<file path="src/logic/fcl_defs.svh">
// offsets, field positions, reset values and timing counts of the fuse loader
`ifndef FCL_DEFS_SVH
`define FCL_DEFS_SVH
`define FCL_OFF_WATCHDOG 4'h0
`define FCL_OFF_BROWNOUT 4'h1
`define FCL_OFF_OSCILLATOR 4'h2
`define FCL_OFF_SYSTEM_ZERO 4'h5
`define FCL_OFF_STARTUP 4'h6
`define FCL_OFF_APP_END 4'h7
`define FCL_OFF_BOOT_END 4'h8
`define FCL_FUSE_COUNT 4'h9
`define FCL_WDT_WINDOW_HI 7
`define FCL_WDT_WINDOW_LO 4
`define FCL_WDT_PERIOD_HI 3
`define FCL_WDT_PERIOD_LO 0
`define FCL_BOD_LEVEL_HI 7
`define FCL_BOD_LEVEL_LO 5
`define FCL_BOD_SAMP_BIT 4
`define FCL_BOD_ACT_HI 3
`define FCL_BOD_ACT_LO 2
`define FCL_BOD_SLP_HI 1
`define FCL_BOD_SLP_LO 0
`define FCL_OSC_LOCK_BIT 7
`define FCL_OSC_FSEL_HI 1
`define FCL_OSC_FSEL_LO 0
`define FCL_SYS_CRC_HI 7
`define FCL_SYS_CRC_LO 6
`define FCL_SYS_TOUT_BIT 4
`define FCL_SYS_RPIN_HI 3
`define FCL_SYS_RPIN_LO 2
`define FCL_SYS_KEEP_EE_BIT 0
`define FCL_DLY_SEL_HI 2
`define FCL_DLY_SEL_LO 0
`define FCL_FUSE_RESET 8'hFF
`define FCL_BLOCK_SLOW_CYCLES 768
`define FCL_SLOW_CNT_W 10
`define FCL_CLK_HZ 40000000
`define FCL_DLY_MS_MAX 64
`endif

</file>
<file path="src/logic/fcl_pkg.sv">
// types shared by the fuse configuration loader
package fcl_pkg;
	typedef enum logic [1:0] {FCL_RPIN_GPIO, FCL_RPIN_DEBUG, FCL_RPIN_RESET,
		FCL_RPIN_DEBUG_ALT} fcl_rpin_t;
	typedef enum logic [1:0] {FCL_CRC_FULL, FCL_CRC_BOOT, FCL_CRC_BOOTAPP,
		FCL_CRC_NONE} fcl_crc_t;
	typedef enum logic [1:0] {FCL_FSEL_RES0, FCL_FSEL_16M, FCL_FSEL_20M,
		FCL_FSEL_RES3} fcl_fsel_t;
endpackage : fcl_pkg

</file>
<file path="src/logic/fcl_slow_timer.sv">
// counts slow-oscillator edges up to a limit and reports when done
`timescale 1ns/100ps
module fcl_slow_timer #(
	parameter int CNT_W = 10,
	parameter logic [CNT_W-1:0] LIMIT = 10'd768
) (
	input wire logic clk_sys,
	input wire logic arst_n,
	input wire logic start,
	input wire logic slow_edge,
	output logic done
);
	logic [CNT_W-1:0] cnt_q;

	// restart on start, then count each slow edge until the limit
	always_ff @(posedge clk_sys or negedge arst_n)
	begin
		if (!arst_n)
			cnt_q <= '0;
		else if (start)
			cnt_q <= '0;
		else if (slow_edge && cnt_q != LIMIT)
			cnt_q <= cnt_q + 1'b1;
	end

	assign done = (cnt_q == LIMIT);
endmodule : fcl_slow_timer

</file>
<file path="src/logic/fcl_loader.sv">
// fuse configuration loader: reads fuses at reset and drives targets
`timescale 1ns/100ps
`include "fcl_defs.svh"

// Functional notes
// - watchdog window fuse bits 7:4 go to the watchdog window field
// - watchdog period fuse bits 3:0 go to the watchdog period field
// - brown-out level bits 7:5 go to brown-out control B level
// - sample-rate bit goes to brown-out control A; 0 is 1 kHz
// - active brown-out mode bits 3:2 go to brown-out control A
// - sleep brown-out mode bits 1:0 go to brown-out control A
// - oscillator lock fuse bit goes to calibration B lock bit
// - frequency select picks 16 or 20 MHz and matching trims
// - checksum scope bits 7:6 select start-up checksum coverage
// - unless disabled, block nonvolatile writes 768 slow cycles after power-on; the code blocks only with the pin as gpio or reset
// - reset pin function bits 3:2 set the pin role
// - reset pin as GPIO keeps driver off 768 slow cycles after reset
// - keep-on-erase bit set means chip erase clears only flash
// - a locked device always clears eeprom on chip erase
// - start-up delay bits 2:0 select 0 to 64 ms
// - application end byte sizes boot plus application in 256-byte blocks
// - boot end byte sizes boot section in 256-byte blocks
// - boot end zero makes the whole flash boot section
// - fuse values reach targets only in the apply cycle, before the start-up wait, except keep-on-erase and write-block disable, read from the shadow copy
module fcl_loader #(
	parameter int CLK_HZ = `FCL_CLK_HZ,
	parameter int DELAY_MS_MAX = `FCL_DLY_MS_MAX,
	parameter int MS_CYCLES = CLK_HZ / 1000
) (
	input wire logic clk_sys,
	input wire logic arst_n,
	input wire logic por_pulse,
	input wire logic slow_osc_in,
	output logic [3:0] fuse_addr,
	output logic fuse_rd,
	input wire logic [7:0] fuse_rdata,
	input wire logic [7:0] osc_frequency_trim_16m,
	input wire logic [7:0] osc_frequency_trim_20m,
	input wire logic [7:0] osc_temperature_trim_16m,
	input wire logic [7:0] osc_temperature_trim_20m,
	input wire logic device_locked,
	input wire logic chip_erase_req,
	output logic internal_reset,
	output logic [3:0] wdt_window,
	output logic [3:0] wdt_period,
	output logic [2:0] brownout_threshold,
	output logic brownout_sample_rate,
	output logic [1:0] brownout_active_mode,
	output logic [1:0] brownout_sleep_mode,
	output logic osc_calibration_lock,
	output logic [7:0] osc_frequency_trim,
	output logic [7:0] osc_temperature_trim,
	output logic osc_run_16m,
	output fcl_pkg::fcl_crc_t startup_checksum_scope,
	output fcl_pkg::fcl_rpin_t reset_pin_function,
	output logic nvm_write_blocked,
	output logic rpin_driver_off,
	output logic erase_eeprom,
	output logic erase_flash,
	output logic [7:0] app_section_end,
	output logic [7:0] boot_section_end,
	output logic whole_flash_boot,
	output logic [7:0] fuse_rd_data,
	input wire logic [3:0] fuse_rd_addr
);
	import fcl_pkg::*;

	// two cycles per fuse byte, then one apply cycle and the start-up wait
	typedef enum logic [2:0] {FCL_ST_READ, FCL_ST_CAPTURE, FCL_ST_APPLY,
		FCL_ST_DELAY, FCL_ST_RUN} fcl_state_t;

	// delay counter sized for the longest start-up code
	localparam int DLY_MAX_CYCLES = DELAY_MS_MAX * MS_CYCLES;
	localparam int DLY_W = $clog2(DLY_MAX_CYCLES + 1);

	fcl_state_t state_q;
	logic [3:0] addr_q;
	// offsets 3 and 4 hold no fuse; their slots keep the reset value
	logic [7:0] shadow_q [0:8];
	logic [DLY_W-1:0] dly_q;
	logic slow_s1_q, slow_s2_q, slow_s3_q, slow_prev_q;
	logic slow_edge;
	logic timer_start;
	logic timer_done;
	logic por_seen_q;
	logic blocking_en;
	logic [DLY_W-1:0] dly_limit;
	logic [2:0] dly_code;

	// slow oscillator crosses in through three stages; edge from stages 2/3
	always_ff @(posedge clk_sys or negedge arst_n)
	begin
		if (!arst_n)
		begin
			slow_s1_q <= 1'b0;
			slow_s2_q <= 1'b0;
			slow_s3_q <= 1'b0;
			slow_prev_q <= 1'b0;
		end
		else
		begin
			slow_s1_q <= slow_osc_in;
			slow_s2_q <= slow_s1_q;
			slow_s3_q <= slow_s2_q;
			if (slow_s2_q == slow_s3_q)
				slow_prev_q <= slow_s3_q;
		end
	end

	// counts a rising edge only once stages 2 and 3 agree
	assign slow_edge = (slow_s2_q == slow_s3_q) && slow_s3_q && !slow_prev_q;

	// fuses are read one at a time; internal reset holds through it all
	always_ff @(posedge clk_sys or negedge arst_n)
	begin
		if (!arst_n)
		begin
			state_q <= FCL_ST_READ;
			addr_q <= 4'h0;
			dly_q <= '0;
		end
		else
		begin
			case (state_q)
				FCL_ST_READ:
					state_q <= FCL_ST_CAPTURE;
				FCL_ST_CAPTURE:
				begin
					if (addr_q == `FCL_FUSE_COUNT - 4'h1)
						state_q <= FCL_ST_APPLY;
					else
					begin
						addr_q <= addr_q + 4'h1;
						state_q <= FCL_ST_READ;
					end
				end
				FCL_ST_APPLY:
				begin
					dly_q <= '0;
					state_q <= FCL_ST_DELAY;
				end
				FCL_ST_DELAY:
				begin
					if (dly_q >= dly_limit)
						state_q <= FCL_ST_RUN;
					else
						dly_q <= dly_q + 1'b1;
				end
				FCL_ST_RUN:
					state_q <= FCL_ST_RUN;
				default:
					state_q <= FCL_ST_READ;
			endcase
		end
	end

	assign fuse_addr = addr_q;
	assign fuse_rd = (state_q == FCL_ST_READ);

	// shadow copy of each fuse byte, reserved bits read as one until loaded
	always_ff @(posedge clk_sys or negedge arst_n)
	begin
		if (!arst_n)
		begin
			for (int i = 0; i < 9; i++)
				shadow_q[i] <= `FCL_FUSE_RESET;
		end
		else if (state_q == FCL_ST_CAPTURE && addr_q != 4'h3 && addr_q != 4'h4)
			shadow_q[addr_q] <= fuse_rdata;
	end

	// start-up delay in clock cycles per code: 0,1,2,4..64 ms
	// code n waits one millisecond doubled n-1 times; code 0 skips the wait
	assign dly_code =
		shadow_q[`FCL_OFF_STARTUP][`FCL_DLY_SEL_HI:`FCL_DLY_SEL_LO];
	always_comb
	begin
		if (dly_code == 3'h0)
			dly_limit = '0;
		else
			dly_limit = DLY_W'(MS_CYCLES << (dly_code - 3'h1));
	end

	// targets load once in the apply cycle, before the start-up wait, so later fuse edits need reset
	always_ff @(posedge clk_sys or negedge arst_n)
	begin
		if (!arst_n)
		begin
			wdt_window <= 4'h0;
			wdt_period <= 4'h0;
			brownout_threshold <= 3'h0;
			brownout_sample_rate <= 1'b0;
			brownout_active_mode <= 2'h0;
			brownout_sleep_mode <= 2'h0;
			osc_calibration_lock <= 1'b0;
			osc_frequency_trim <= 8'h00;
			osc_temperature_trim <= 8'h00;
			osc_run_16m <= 1'b0;
			startup_checksum_scope <= FCL_CRC_NONE;
			reset_pin_function <= FCL_RPIN_RESET;
			app_section_end <= 8'h00;
			boot_section_end <= 8'h00;
		end
		else if (state_q == FCL_ST_APPLY)
		begin
			wdt_window <= shadow_q[`FCL_OFF_WATCHDOG]
				[`FCL_WDT_WINDOW_HI:`FCL_WDT_WINDOW_LO];
			wdt_period <= shadow_q[`FCL_OFF_WATCHDOG]
				[`FCL_WDT_PERIOD_HI:`FCL_WDT_PERIOD_LO];
			brownout_threshold <= shadow_q[`FCL_OFF_BROWNOUT]
				[`FCL_BOD_LEVEL_HI:`FCL_BOD_LEVEL_LO];
			brownout_sample_rate <=
				shadow_q[`FCL_OFF_BROWNOUT][`FCL_BOD_SAMP_BIT];
			brownout_active_mode <= shadow_q[`FCL_OFF_BROWNOUT]
				[`FCL_BOD_ACT_HI:`FCL_BOD_ACT_LO];
			brownout_sleep_mode <= shadow_q[`FCL_OFF_BROWNOUT]
				[`FCL_BOD_SLP_HI:`FCL_BOD_SLP_LO];
			osc_calibration_lock <=
				shadow_q[`FCL_OFF_OSCILLATOR][`FCL_OSC_LOCK_BIT];
			// reserved frequency codes fall back to the 20 MHz trims
			if (fcl_fsel_t'(shadow_q[`FCL_OFF_OSCILLATOR]
				[`FCL_OSC_FSEL_HI:`FCL_OSC_FSEL_LO]) == FCL_FSEL_16M)
			begin
				osc_run_16m <= 1'b1;
				osc_frequency_trim <= osc_frequency_trim_16m;
				osc_temperature_trim <= osc_temperature_trim_16m;
			end
			else
			begin
				osc_run_16m <= 1'b0;
				osc_frequency_trim <= osc_frequency_trim_20m;
				osc_temperature_trim <= osc_temperature_trim_20m;
			end
			startup_checksum_scope <= fcl_crc_t'(shadow_q[`FCL_OFF_SYSTEM_ZERO]
				[`FCL_SYS_CRC_HI:`FCL_SYS_CRC_LO]);
			reset_pin_function <= fcl_rpin_t'(shadow_q[`FCL_OFF_SYSTEM_ZERO]
				[`FCL_SYS_RPIN_HI:`FCL_SYS_RPIN_LO]);
			app_section_end <= shadow_q[`FCL_OFF_APP_END];
			boot_section_end <= shadow_q[`FCL_OFF_BOOT_END];
		end
	end

	// the rest of the chip stays in reset until the start-up wait ends
	assign internal_reset = (state_q != FCL_ST_RUN);
	assign whole_flash_boot = (boot_section_end == 8'h00);

	// remember whether this start-up followed a power-on
	always_ff @(posedge clk_sys or negedge arst_n)
	begin
		if (!arst_n)
			por_seen_q <= 1'b0;
		else if (por_pulse)
			por_seen_q <= 1'b1;
		else if (state_q == FCL_ST_RUN && timer_done)
			por_seen_q <= 1'b0;
	end

	// both windows start in the apply cycle, before the start-up wait and the hand-over to the running device
	assign timer_start = (state_q == FCL_ST_APPLY);

	// one shared timer: both windows have the same length and start point
	fcl_slow_timer #(
		.CNT_W(`FCL_SLOW_CNT_W),
		.LIMIT(`FCL_SLOW_CNT_W'(`FCL_BLOCK_SLOW_CYCLES))
	) u_slow_timer (
		.clk_sys(clk_sys),
		.arst_n(arst_n),
		.start(timer_start),
		.slow_edge(slow_edge),
		.done(timer_done)
	);

	// write block applies only after power-on, with pin as gpio or reset
	assign blocking_en = !shadow_q[`FCL_OFF_SYSTEM_ZERO][`FCL_SYS_TOUT_BIT] &&
		(reset_pin_function == FCL_RPIN_GPIO ||
		reset_pin_function == FCL_RPIN_RESET);
	assign nvm_write_blocked = internal_reset ||
		(blocking_en && por_seen_q && !timer_done);

	// gpio driver stays off to avoid fighting a high-voltage debug entry
	assign rpin_driver_off = internal_reset ||
		(reset_pin_function == FCL_RPIN_GPIO && !timer_done);

	// chip erase: flash always; eeprom unless kept and device open
	assign erase_flash = chip_erase_req;
	assign erase_eeprom = chip_erase_req && (device_locked ||
		!shadow_q[`FCL_OFF_SYSTEM_ZERO][`FCL_SYS_KEEP_EE_BIT]);

	// read port for software; gap and unmapped offsets read as zero
	always_ff @(posedge clk_sys or negedge arst_n)
	begin
		if (!arst_n)
			fuse_rd_data <= 8'h00;
		else if (fuse_rd_addr < `FCL_FUSE_COUNT && fuse_rd_addr != 4'h3 &&
			fuse_rd_addr != 4'h4)
			fuse_rd_data <= shadow_q[fuse_rd_addr];
		else
			fuse_rd_data <= 8'h00;
	end
endmodule : fcl_loader

</file>
<file path="config.mk">
export PLATFORM = sky130hd
export DESIGN_NAME = fcl_loader
export DESIGN_NICKNAME = d
export VERILOG_FILES = /design/src/logic/fcl_pkg.sv /design/src/logic/fcl_slow_timer.sv /design/src/logic/fcl_loader.sv
export VERILOG_INCLUDE_DIRS = /design/src /design/src/logic
export SDC_FILE = /design/constraint.sdc
export NUM_CORES = 1
export LEC_CHECK = 0
export BUFFER_PORTS_ARGS = -buffer_cell sky130_fd_sc_hd__buf_2
export CAP_MARGIN = 10
export CORE_MARGIN = 8
export CORE_UTILIZATION = 40
export DETAILED_ROUTE_END_ITERATION = 6
export PLACE_DENSITY = 0.59
export SLEW_MARGIN = 15
export SYNTH_ARGS = -nofsm -noshare
export SYNTH_HDL_FRONTEND = slang
export SYNTH_HIERARCHICAL = 1
export SYNTH_SLANG_ARGS = --single-unit
export TNS_END_PERCENT = 1
</file>
<file path="constraint.sdc">
create_clock -name clk_sys -period 3.2 [get_ports clk_sys]
set_input_delay 0.32 -clock clk_sys [delete_from_list [all_inputs] [get_ports clk_sys]]
set_output_delay 0.32 -clock clk_sys [all_outputs]
set_load 0.02 [all_outputs]
</file>
After elaboration in Yosys (flattened, before gate mapping)
Index checks and enable logic that the tools add are counted.
Word-level totals
  output and inout bits: 73
  input port bits: 50
  flip-flop bits (word level): 178
Cells by class
  equal/unequal tests: 17
  multiplexer cells: 20
  reduce and logical (&&, ||, !) cells: 31
  bitwise operators: 3
  shift-type cells: 1
  $add $sub $neg: 4
  order comparisons: 5
Operators with widths (number)
  $bwmux W72: 1
  $mux W8: 6
  $mux W22: 2
  $pmux W22 S2: 1
  $bmux W8 S4: 1
  $demux W8 S4: 1
  $add A22 B1 Y22 const B: 1
  $ge A22 B22 Y1: 1
  $shl A16 B3 Y22 const A: 1
  $mux W10: 2
  $pmux W3 S5: 1
  $logic_and A1 B1 Y1: 14
  $add A10 B1 Y10 const B: 1
  $eq A10 B10 Y1 const B: 1
  $ge A5 B5 Y1 const B: 2
  $ne A10 B10 Y1 const B: 1
  $not A4 Y5: 2
  $logic_not A8 Y1: 1
  $ne A4 B2 Y1 const B: 2
  $ne A4 B3 Y1 const B: 2
  $eq A3 B2 Y1 const B: 2
  $logic_not A3 Y1: 2
  $reduce_bool A2 Y1: 3
  $lt A5 B1 Y1 const B: 1
  other kinds (19): 29

Logic depth before layout (Yosys ltp)
Gate-level depths: netlist of run 1.
  depth after elaboration: 6
  mapped depth: 15
  depth with buffers taken out: 12

Cells and area by module
Netlist of run 1, hierarchy kept.
By module, submodules not included
  fcl_loader: times used 1, cells each 661, area each 7664.9 µm²
  fcl_slow_timer: times used 1, cells each 64, area each 620.6 µm²

Worst setup path before layout of run 1
No wires, ideal clock.
  path type: reg2reg
  start point: reg shadow_q (netlist bit dly_code[0])
  end point: reg dly_q[16]
  slack: -337 ps
  data arrival time: 3410 ps
  library setup time: 127 ps
  clock period less this slack: 3537 ps
  stages on the path, launching flop included: 14
  buffers on the path: 3
  cell sequence: dfstp_2 -> clkbuf_1 -> inv_1 -> ha_1 -> clkbuf_1 -> clkbuf_1 -> a21o_1 -> a32oi_1 -> ha_1 -> and4_4 -> and4_2 -> a32o_2 -> or4_1 -> mux2_1
Between the ends
  longest elaborated chain between the ends: 6
Ends and longest elaborated chain
  start, declared: RTL line fcl_loader.sv:79  | logic [7:0] shadow_q [0:8];
  start signal, assigned by index: RTL line fcl_loader.sv:166  | shadow_q[i] <= `FCL_FUSE_RESET;
  start signal, assigned by index: RTL line fcl_loader.sv:169  | shadow_q[addr_q] <= fuse_rdata;
  $sub A3 B1 Y3: RTL line fcl_loader.sv:181  | dly_limit = DLY_W'(MS_CYCLES << (dly_code - 3'h1));
  $shl A16 B3 Y22: RTL line fcl_loader.sv:181
  $mux W22 (*): RTL line fcl_loader.sv:178  | if (dly_code == 3'h0)
  $ge A22 B22 Y1 (*): RTL line fcl_loader.sv:144  | if (dly_q >= dly_limit)
  $ne A2 B2 Y1 (no source line) (*)
  $reduce_and A2 Y1 (no source line) (*)
  end signal, assigned: RTL line fcl_loader.sv:147  | dly_q <= dly_q + 1'b1;
  end, declared: RTL line fcl_loader.sv:80  | logic [DLY_W-1:0] dly_q;
Mark *: on every way between the ends. The rest lies on a longest branch, timed or not.
A chain may end at the register's enable or synchronous reset.

Worst setup path after layout of run 1
Same ends and word-level chain as after synthesis.

==> impl_summary.log, run 1 <==
INFO  metric area_delta_synth_final = 20.5%
INFO  metric hold_viol = 0
INFO  metric most-common-layout-cells = sky130_fd_sc_hd__buf_2 (121), sky130_fd_sc_hd__dfrtp_1 (103), sky130_fd_sc_hd__mux2_2 (99)
INFO  metric crit_arrival = 3.38 ns
INFO  metric crit_path_end_kind = flop
INFO  metric path_class = flop to flop
INFO  metric hold_path_depth = 2
INFO  metric mappedNetlistNets = ~800
INFO  metric min_path_type = input pin to flop
INFO  metric routed_wl = 20,000 um
INFO  metric postLayoutSetupSlackWorst = 0.134 ns
INFO  metric power.internal = 0.00477 W
INFO  metric floorplan.die.height = roughly 160 um
INFO  metric pwr-share-clk = 0.278
INFO  metric clock_latency = 0.44 ns
INFO  metric grt_max_degree = 78
INFO  metric detail_route.drc_violations = 0
INFO  metric critical_path.startpoint_type = flop
INFO  metric power_leakage = 4.33 nW
INFO  metric number_of_max_capacitance_violations_reported = 0
INFO  metric antenna_cells = 0
INFO  metric postSynthAreaPerCell = approximately 11 sq um
INFO  metric run_status = finished, final reports clean
INFO  metric synth_sequential_area_ratio = 0.498
INFO  metric place_ws = roughly 0.091 ns
INFO  metric die_ar = 25,600 sq um
INFO  metric post_synth_inst_count = between 700 and 800
INFO  metric post-cts-setup-buffers = 0
INFO  metric critical_path.max_fanout = 9
INFO  metric grt_antenna_before_repair = 1
INFO  metric avgRoutedWirePerCell = 17.6 um
INFO  metric rr_startpoint = dly_code[0]
INFO  metric design.final.nets = just over 900
INFO  metric grt_usage = 0.156
INFO  metric worstHoldEndpoint = por_seen_q
INFO  metric switching_share = 0.364
INFO  metric max-vdd-ir-drop = about 0.52 mV
INFO  metric netlist_area = 8290 sq um
INFO  metric finish.cell_count_without_fillers = between 1,000 and 1,500
INFO  metric dp_hpwl = approximately 14,000 um
INFO  metric worst_clock_skew = 0.0153 ns
INFO  metric pwr-share-comb = 0.327
INFO  metric cp_data_required_time = 3.51 ns
INFO  metric detailedRoute.firstPassIterationCount = 4
INFO  metric pwr_density_cell = 751 nW/um^2
INFO  metric port-buffer-count = between 100 and 150
INFO  metric worst_setup_hold_path_clk_slew = 0.07 ns
INFO  metric via_count = about 6,000
INFO  metric globalplace.congestion = 0.781
INFO  metric synth_seq_cells = around 160
INFO  metric slew_viol_final = 0
INFO  metric number_of_synthesized_flops_with_an_enable_pin = 0
INFO  metric start_util = 0.408
INFO  metric cts_htree_levels = 4
INFO  metric layout_commonest_cell = sky130_fd_sc_hd__buf_2
INFO  metric grt_overflow = 0
INFO  metric numClockSinks = between 150 and 200
INFO  metric final_layout_size_suffix_gt1_frac = 0.427
INFO  metric wire_length_of_the_first_global_routing_pass = 32,400 um
INFO  metric die_w = approximately 160 um
INFO  metric placed_cell_area = between 9000 and 10,000 sq um
INFO  metric reg2regPathDepth = 11
INFO  metric r2r_end = dly_q[16]
INFO  metric unrepaired_setup_endpoints_after_global_routing = no
INFO  metric cts_tree = built
INFO  metric core_area = 20,300 sq um
INFO  metric fp-row-count = 52
INFO  metric worst_hold_startpoint = por_pulse
INFO  metric post-route-cell-area = 9990 sq um
INFO  metric timing.final.setup_violations = 0
INFO  metric final_cycle_share = 0.958
INFO  metric first_global_vias = 5,978
INFO  metric total_power = 0.00750 W
INFO  metric seqPwrFrac = 0.395
INFO  metric route.detailed.vias_per_inst = 5.32
INFO  metric setup_slack_of_the_most_critical_reg_to_reg_path = 0.13 ns
INFO  metric numPlacedInstances = between 1,000 and 1,500
INFO  metric timing.slew.headroom = 0.397
INFO  metric layout_min_cycle_time = 3.07 ns
INFO  metric yosys_warnings = 6
INFO  metric clock.fmax = roughly 0.33 GHz
INFO  metric antenna_left = 0
INFO  metric clockBufferDepth = 2
INFO  metric ys_types = 69
INFO  metric ys_async_sr_fraction = 1.00
INFO  metric cts_buffers = 17
INFO  metric switching_power = 0.00273 W
INFO  metric synth_top_flop_cell = sky130_fd_sc_hd__dfrtp_1
INFO  metric drt-initial-drc-count = 378
INFO  metric finalSetupTns = 0 ns
INFO  metric tightestPinTransition = 0.899 ns
INFO  metric design.portCount = between 100 and 150
INFO  metric cts-root-buf = sky130_fd_sc_hd__clkbuf_16
-- worst max path at each step --
stage                      from  slack [ns]  cells after the start   endpoint
finish              dly_code[0]        0.13                     11  dly_q[16]
CTS                 dly_code[0]        0.07                     12  dly_q[16]
floorplan           dly_code[0]      0.0003                     13  dly_q[16]
global placement    dly_code[1]        0.13                     10  dly_q[16]
detailed placement  dly_code[1]        0.09                     10  dly_q[16]
global route        dly_code[0]        0.04                     11  dly_q[16]
-- routing by layer --
| metal | routed length, um | global-route usage |
|---|---|---|
| met5 | 11 | 0 |
| met4 | 219 | 0.0438 |
| met3 | 871 | 0.0414 |
| met2 | 9350 | 0.243 |
| met1 | 9560 | 0.210 |
-- critical path: stages (launching register included) --
cell                      delay [ns]
sky130_fd_sc_hd__dfstp_2        0.54
sky130_fd_sc_hd__inv_2          0.08
sky130_fd_sc_hd__ha_4           0.20
sky130_fd_sc_hd__buf_4          0.17
sky130_fd_sc_hd__mux2_2         0.22
sky130_fd_sc_hd__a21oi_1        0.07
sky130_fd_sc_hd__ha_1           0.20
sky130_fd_sc_hd__a21o_1         0.18
sky130_fd_sc_hd__a221o_1        0.34
sky130_fd_sc_hd__a32o_2         0.24
sky130_fd_sc_hd__or4_4          0.42
sky130_fd_sc_hd__mux2_4         0.30
-- state kept, by name (all words and copies together) (netlist names), 3 cells and up --
name and cells:
dly_code 3, u_slow_timer/cnt_q 10, osc_temperature_trim 8, shadow_q 53, state_q 3, fuse_addr 4, fuse_rd_data 8, wdt_period 4
brownout_threshold 3, dly_q 22, app_section_end 8, osc_frequency_trim 8, boot_section_end 8, wdt_window 4
-- cell type report --
class,count,area [sq um]
Sequential cell,162,4130
Fill cell,1880,10300
Clock buffer,17,425
Inverter,36,135
Tap cell,270,338
Multi-Input combinational cell,493,3970
Clock inverter,15,181
Timing Repair Buffer,142,810
-- logic make-up after synthesis --
kind of cell / Yosys count / share of synthesized area
AND/OR/NAND/NOR: 183 / 0.127
flip-flops: 162 / 0.498
AO/OA/AOI/OAI: 149 / 0.122
multiplexers: 127 / 0.169
buffers and inverters: 70 / 0.0349
adder cells (fa/ha/maj): 30 / 0.0453
XOR/XNOR: 4 / 0.00423
-- synthesized netlist by cell type, types with 5 or more instances --
library cell                instances  area, sq um
sky130_fd_sc_hd__nand3_1           12         60.1
sky130_fd_sc_hd__a41oi_1            9         78.8
sky130_fd_sc_hd__mux2_2            99         1110
sky130_fd_sc_hd__nor2_1            41          154
sky130_fd_sc_hd__a21oi_1           39          195
sky130_fd_sc_hd__nor3_1            16         80.1
sky130_fd_sc_hd__dfstp_2           59         1550
sky130_fd_sc_hd__dfrtp_1          103         2580
sky130_fd_sc_hd__nand4_1            8         50.1
sky130_fd_sc_hd__nor2b_1            5         31.3
sky130_fd_sc_hd__a21boi_0          11         82.6
sky130_fd_sc_hd__clkbuf_1          27          101
sky130_fd_sc_hd__and3_1             5         31.3
sky130_fd_sc_hd__o21ai_0           24          120
sky130_fd_sc_hd__a31oi_1           14         87.6
sky130_fd_sc_hd__inv_1             36          135
sky130_fd_sc_hd__nand2_1           38          143
sky130_fd_sc_hd__nand2b_1          13         81.3
sky130_fd_sc_hd__a2111oi_0          8         70.1
sky130_fd_sc_hd__ha_1              30          375
sky130_fd_sc_hd__a211oi_1           9         67.6
sky130_fd_sc_hd__mux2i_1           26          260
-- through the flow --
| stage | util | hold WS (ns) |
|---|---|---|
| floorplan | - | 0.0244 |
| global placement | 0.457 | 0.334 |
| detailed placement | 0.457 | 0.336 |
| CTS | 0.488 | 0.0685 |
| global route | 0.492 | 0.0882 |
| finish | 0.492 | 0.0796 |
-- timing repair --
action	4_1_cts	5_1_grt
hold endpoints to repair	57	0
gates resized for setup	0	15
hold buffers	2	0
setup endpoints to repair	0	22
-- power by group through the flow --
stage	Sequential [W]	Combinational [W]	Clock (W)
global placement	0.00300	0.00245	0
global route	0.00305	0.00267	0.00222
detailed placement	0.00301	0.00248	0
finish	0.00297	0.00245	0.00208
floorplan	0.00338	0.00121	0
CTS	0.00297	0.00249	0.00214
(Power assumes the default switching activity.)
==> inputs of run 2 (changes only) <==
- CORE_UTILIZATION: 40 -> 25
- PLACE_DENSITY: 0.59 -> 0.4
==> run 2 against run 1 <==
Against the previous run: sequential power grew 2%; fmax grew 0.95%; critical path depth stayed put; total power up 3.8%; core utilization down 18 points.
==> impl_summary.log, run 2 (synthesized netlist as in run 1, its figures left out) <==
INFO  metric placed_cell_area = 9540 sq um (+2.7%)
INFO  metric antenna_left = 0 (unchanged)
INFO  metric reg2regPathDepth = 11 (unchanged)
INFO  metric grt_max_degree = 89 (+14%)
INFO  metric cts-root-buf = sky130_fd_sc_hd__clkbuf_16
INFO  metric wire_length_of_the_first_global_routing_pass = 37,600 um (+16%)
INFO  metric floorplan.die.height = 198 um (+24%)
INFO  metric dp_hpwl = 16,700 um (+16%)
INFO  metric grt.met2_usage = 0.187 (-0.0555)
INFO  metric design.portCount = 123 (unchanged)
INFO  metric detail_route.drc_violations = 0 (unchanged)
INFO  metric slew_viol_final = 0 (unchanged)
INFO  metric final_layout_size_suffix_gt1_frac = 0.429 (+0.00198)
INFO  metric postLayoutSetupSlackWorst = 0.163 ns (+0.0289 ns)
INFO  metric die_ar = 39,200 sq um (+53%)
INFO  metric number_of_max_capacitance_violations_reported = 0 (unchanged)
INFO  metric start_util = 0.254 (-0.154)
INFO  metric path_class = flop to flop
INFO  metric post-route-cell-area = 10,300 sq um (+2.8%)
INFO  metric hold_viol = 0 (unchanged)
INFO  metric via_count = 6,088 (+0.86%)
INFO  metric design.final.nets = 942 (+1.1%)
INFO  metric worst_clock_skew = 0.0149 ns (-0.000406 ns)
INFO  metric place_ws = 0.0984 ns (+0.00754 ns)
INFO  metric worstHoldEndpoint = por_seen_q
INFO  metric worst_setup_hold_path_clk_slew = 0.07 ns (about the same)
INFO  metric port-buffer-count = 122 (unchanged)
INFO  metric antenna_cells = 0 (unchanged)
INFO  metric clock_latency = 0.44 ns (about the same)
INFO  metric grt_overflow = 0 (unchanged)
INFO  metric r2r_end = dly_q[16]
INFO  metric run_status = finished, final reports clean
INFO  metric die_w = 198 um (+24%)
INFO  metric critical_path.max_fanout = 9 (unchanged)
INFO  metric finalSetupTns = 0 ns (unchanged)
INFO  metric setup_slack_of_the_most_critical_reg_to_reg_path = 0.16 ns (+0.03 ns)
INFO  metric clockBufferDepth = 2 (unchanged)
INFO  metric met3_usage = 0.0270 (-0.0144)
INFO  metric numClockSinks = 162 (unchanged)
INFO  metric grt_antenna_before_repair = 0 (-1)
INFO  metric tightestPinTransition = 0.589 ns (-0.310 ns)
INFO  metric met1_usage = 0.175 (-0.0355)
INFO  metric pwr_density_cell = 758 nW/um^2 (+0.94%)
INFO  metric largest-register = shadow_q
INFO  metric power_leakage = 4.38 nW (+1.3%)
INFO  metric cts_htree_levels = 4 (unchanged)
INFO  metric crit_path_end_kind = flop
INFO  metric largest_reg_flops = 53 (unchanged)
INFO  metric cts_tree = built
INFO  metric detailedRoute.firstPassIterationCount = 4 (unchanged)
INFO  metric layout_min_cycle_time = 3.04 ns (-0.0289 ns)
INFO  metric hold_path_depth = 2 (unchanged)
INFO  metric drt-initial-drc-count = 235 (-38%)
INFO  metric critical_path.startpoint_type = flop
INFO  metric grt_usage = 0.124 (-0.0322)
INFO  metric rr_startpoint = dly_code[1]
INFO  metric max-vdd-ir-drop = 0.392 mV (-24%)
INFO  metric route.detailed.vias_per_inst = 4.62 (-13%)
INFO  metric most-common-layout-cells = sky130_fd_sc_hd__buf_2 (121), sky130_fd_sc_hd__dfrtp_1 (103), sky130_fd_sc_hd__mux2_2 (99)
INFO  metric grt_max_usage_layer = met2
INFO  metric cts_buffers = 17 (unchanged)
INFO  metric first_global_vias = 6,202 (+3.7%)
INFO  metric final_cycle_share = 0.949 (-0.00903)
INFO  metric routed_wl = 23,900 um (+19%)
INFO  metric layout_commonest_cell = sky130_fd_sc_hd__buf_2
INFO  metric timing.final.setup_violations = 0 (unchanged)
INFO  metric timing.slew.headroom = 0.597 (+0.200)
INFO  metric globalplace.congestion = 0.737 (-5.6%)
INFO  metric min_path_type = input pin to flop
INFO  metric cp_data_required_time = 3.51 ns (about the same)
INFO  metric fp-row-count = 66 (+27%)
INFO  metric core_area = 32,600 sq um (+61%)
INFO  metric worst_hold_startpoint = por_pulse
INFO  metric clock.fmax = 0.329 GHz (+0.95%)
INFO  metric area_delta_synth_final = 23.9%
INFO  metric avgRoutedWirePerCell = 18.1 um (+2.7%)
INFO  metric largestRegisters = shadow_q (53), dly_q (22), u_slow_timer/cnt_q (10)
INFO  metric crit_arrival = 3.35 ns (-0.03 ns)
-- run 2: critical path: stages (launching register included) --
cell and delay [ns]:
sky130_fd_sc_hd__dfstp_2 0.54, sky130_fd_sc_hd__inv_2 0.07, sky130_fd_sc_hd__ha_4 0.19, sky130_fd_sc_hd__buf_4 0.14, sky130_fd_sc_hd__nand2_1 0.09, sky130_fd_sc_hd__o221ai_1 0.14, sky130_fd_sc_hd__ha_1 0.34, sky130_fd_sc_hd__and2_4 0.15
sky130_fd_sc_hd__a221o_1 0.31, sky130_fd_sc_hd__a32o_2 0.23, sky130_fd_sc_hd__or4_4 0.42, sky130_fd_sc_hd__mux2_4 0.31
-- run 2: area by class of cell --
| cell class | count | area (sq um) |
|---|---|---|
| Inverter | 36 | 138 |
| Clock inverter | 14 | 186 |
| Timing Repair Buffer | 152 | 885 |
| Clock buffer | 18 | 450 |
| Multi-Input combinational cell | 493 | 3930 |
| Fill cell | 3367 | 22300 |
| Tap cell | 442 | 553 |
| Sequential cell | 162 | 4130 |
-- run 2: power by group --
group | internal (W) | switching (W) | leakage [nW]
clock network | 0.00124 | 0.000995 | 0.309
registers | 0.00264 | 0.000380 | 1.89
logic | 0.00105 | 0.00148 | 2.19
-- run 2: timing repair --
action	in CTS	in global routing
hold endpoints to repair	30	0
endpoints found under the setup margin	0	21
gates resized for setup	0	10
buffers inserted	0	5
hold buffers	2	0
-- run 2: worst max-delay path by stage --
stage | from | end | slack [ns] | cells after the start
floorplan | dly_code[0] | dly_q[16] | 0.0003 | 13
global placement | dly_code[0] | dly_q[16] | 0.09 | 11
detailed placement | dly_code[0] | dly_q[16] | 0.1 | 12
CTS | dly_code[0] | dly_q[16] | 0.07 | 12
global route | dly_code[0] | dly_q[16] | -0.002 | 12
finish | dly_code[1] | dly_q[16] | 0.16 | 11
-- run 2: layer usage --
metal  vias up  share of wire
li1       2941              -
met3        16          0.042
met2       121           0.45
met5         -              0
met1      3010           0.50
met4         0         0.0097
-- run 2: metrics by stage --
stage	cells	power (W)	hold WS [ns]	util
after floorplan	725	0.00459	0.0244	-
after global placement	1278	0.00562	0.331	0.292
after detailed placement	1278	0.00563	0.329	0.292
after CTS	1312	0.00793	0.0686	0.313
after global routing	1317	0.00828	0.0751	0.315
final	1317	0.00779	0.0915	0.315
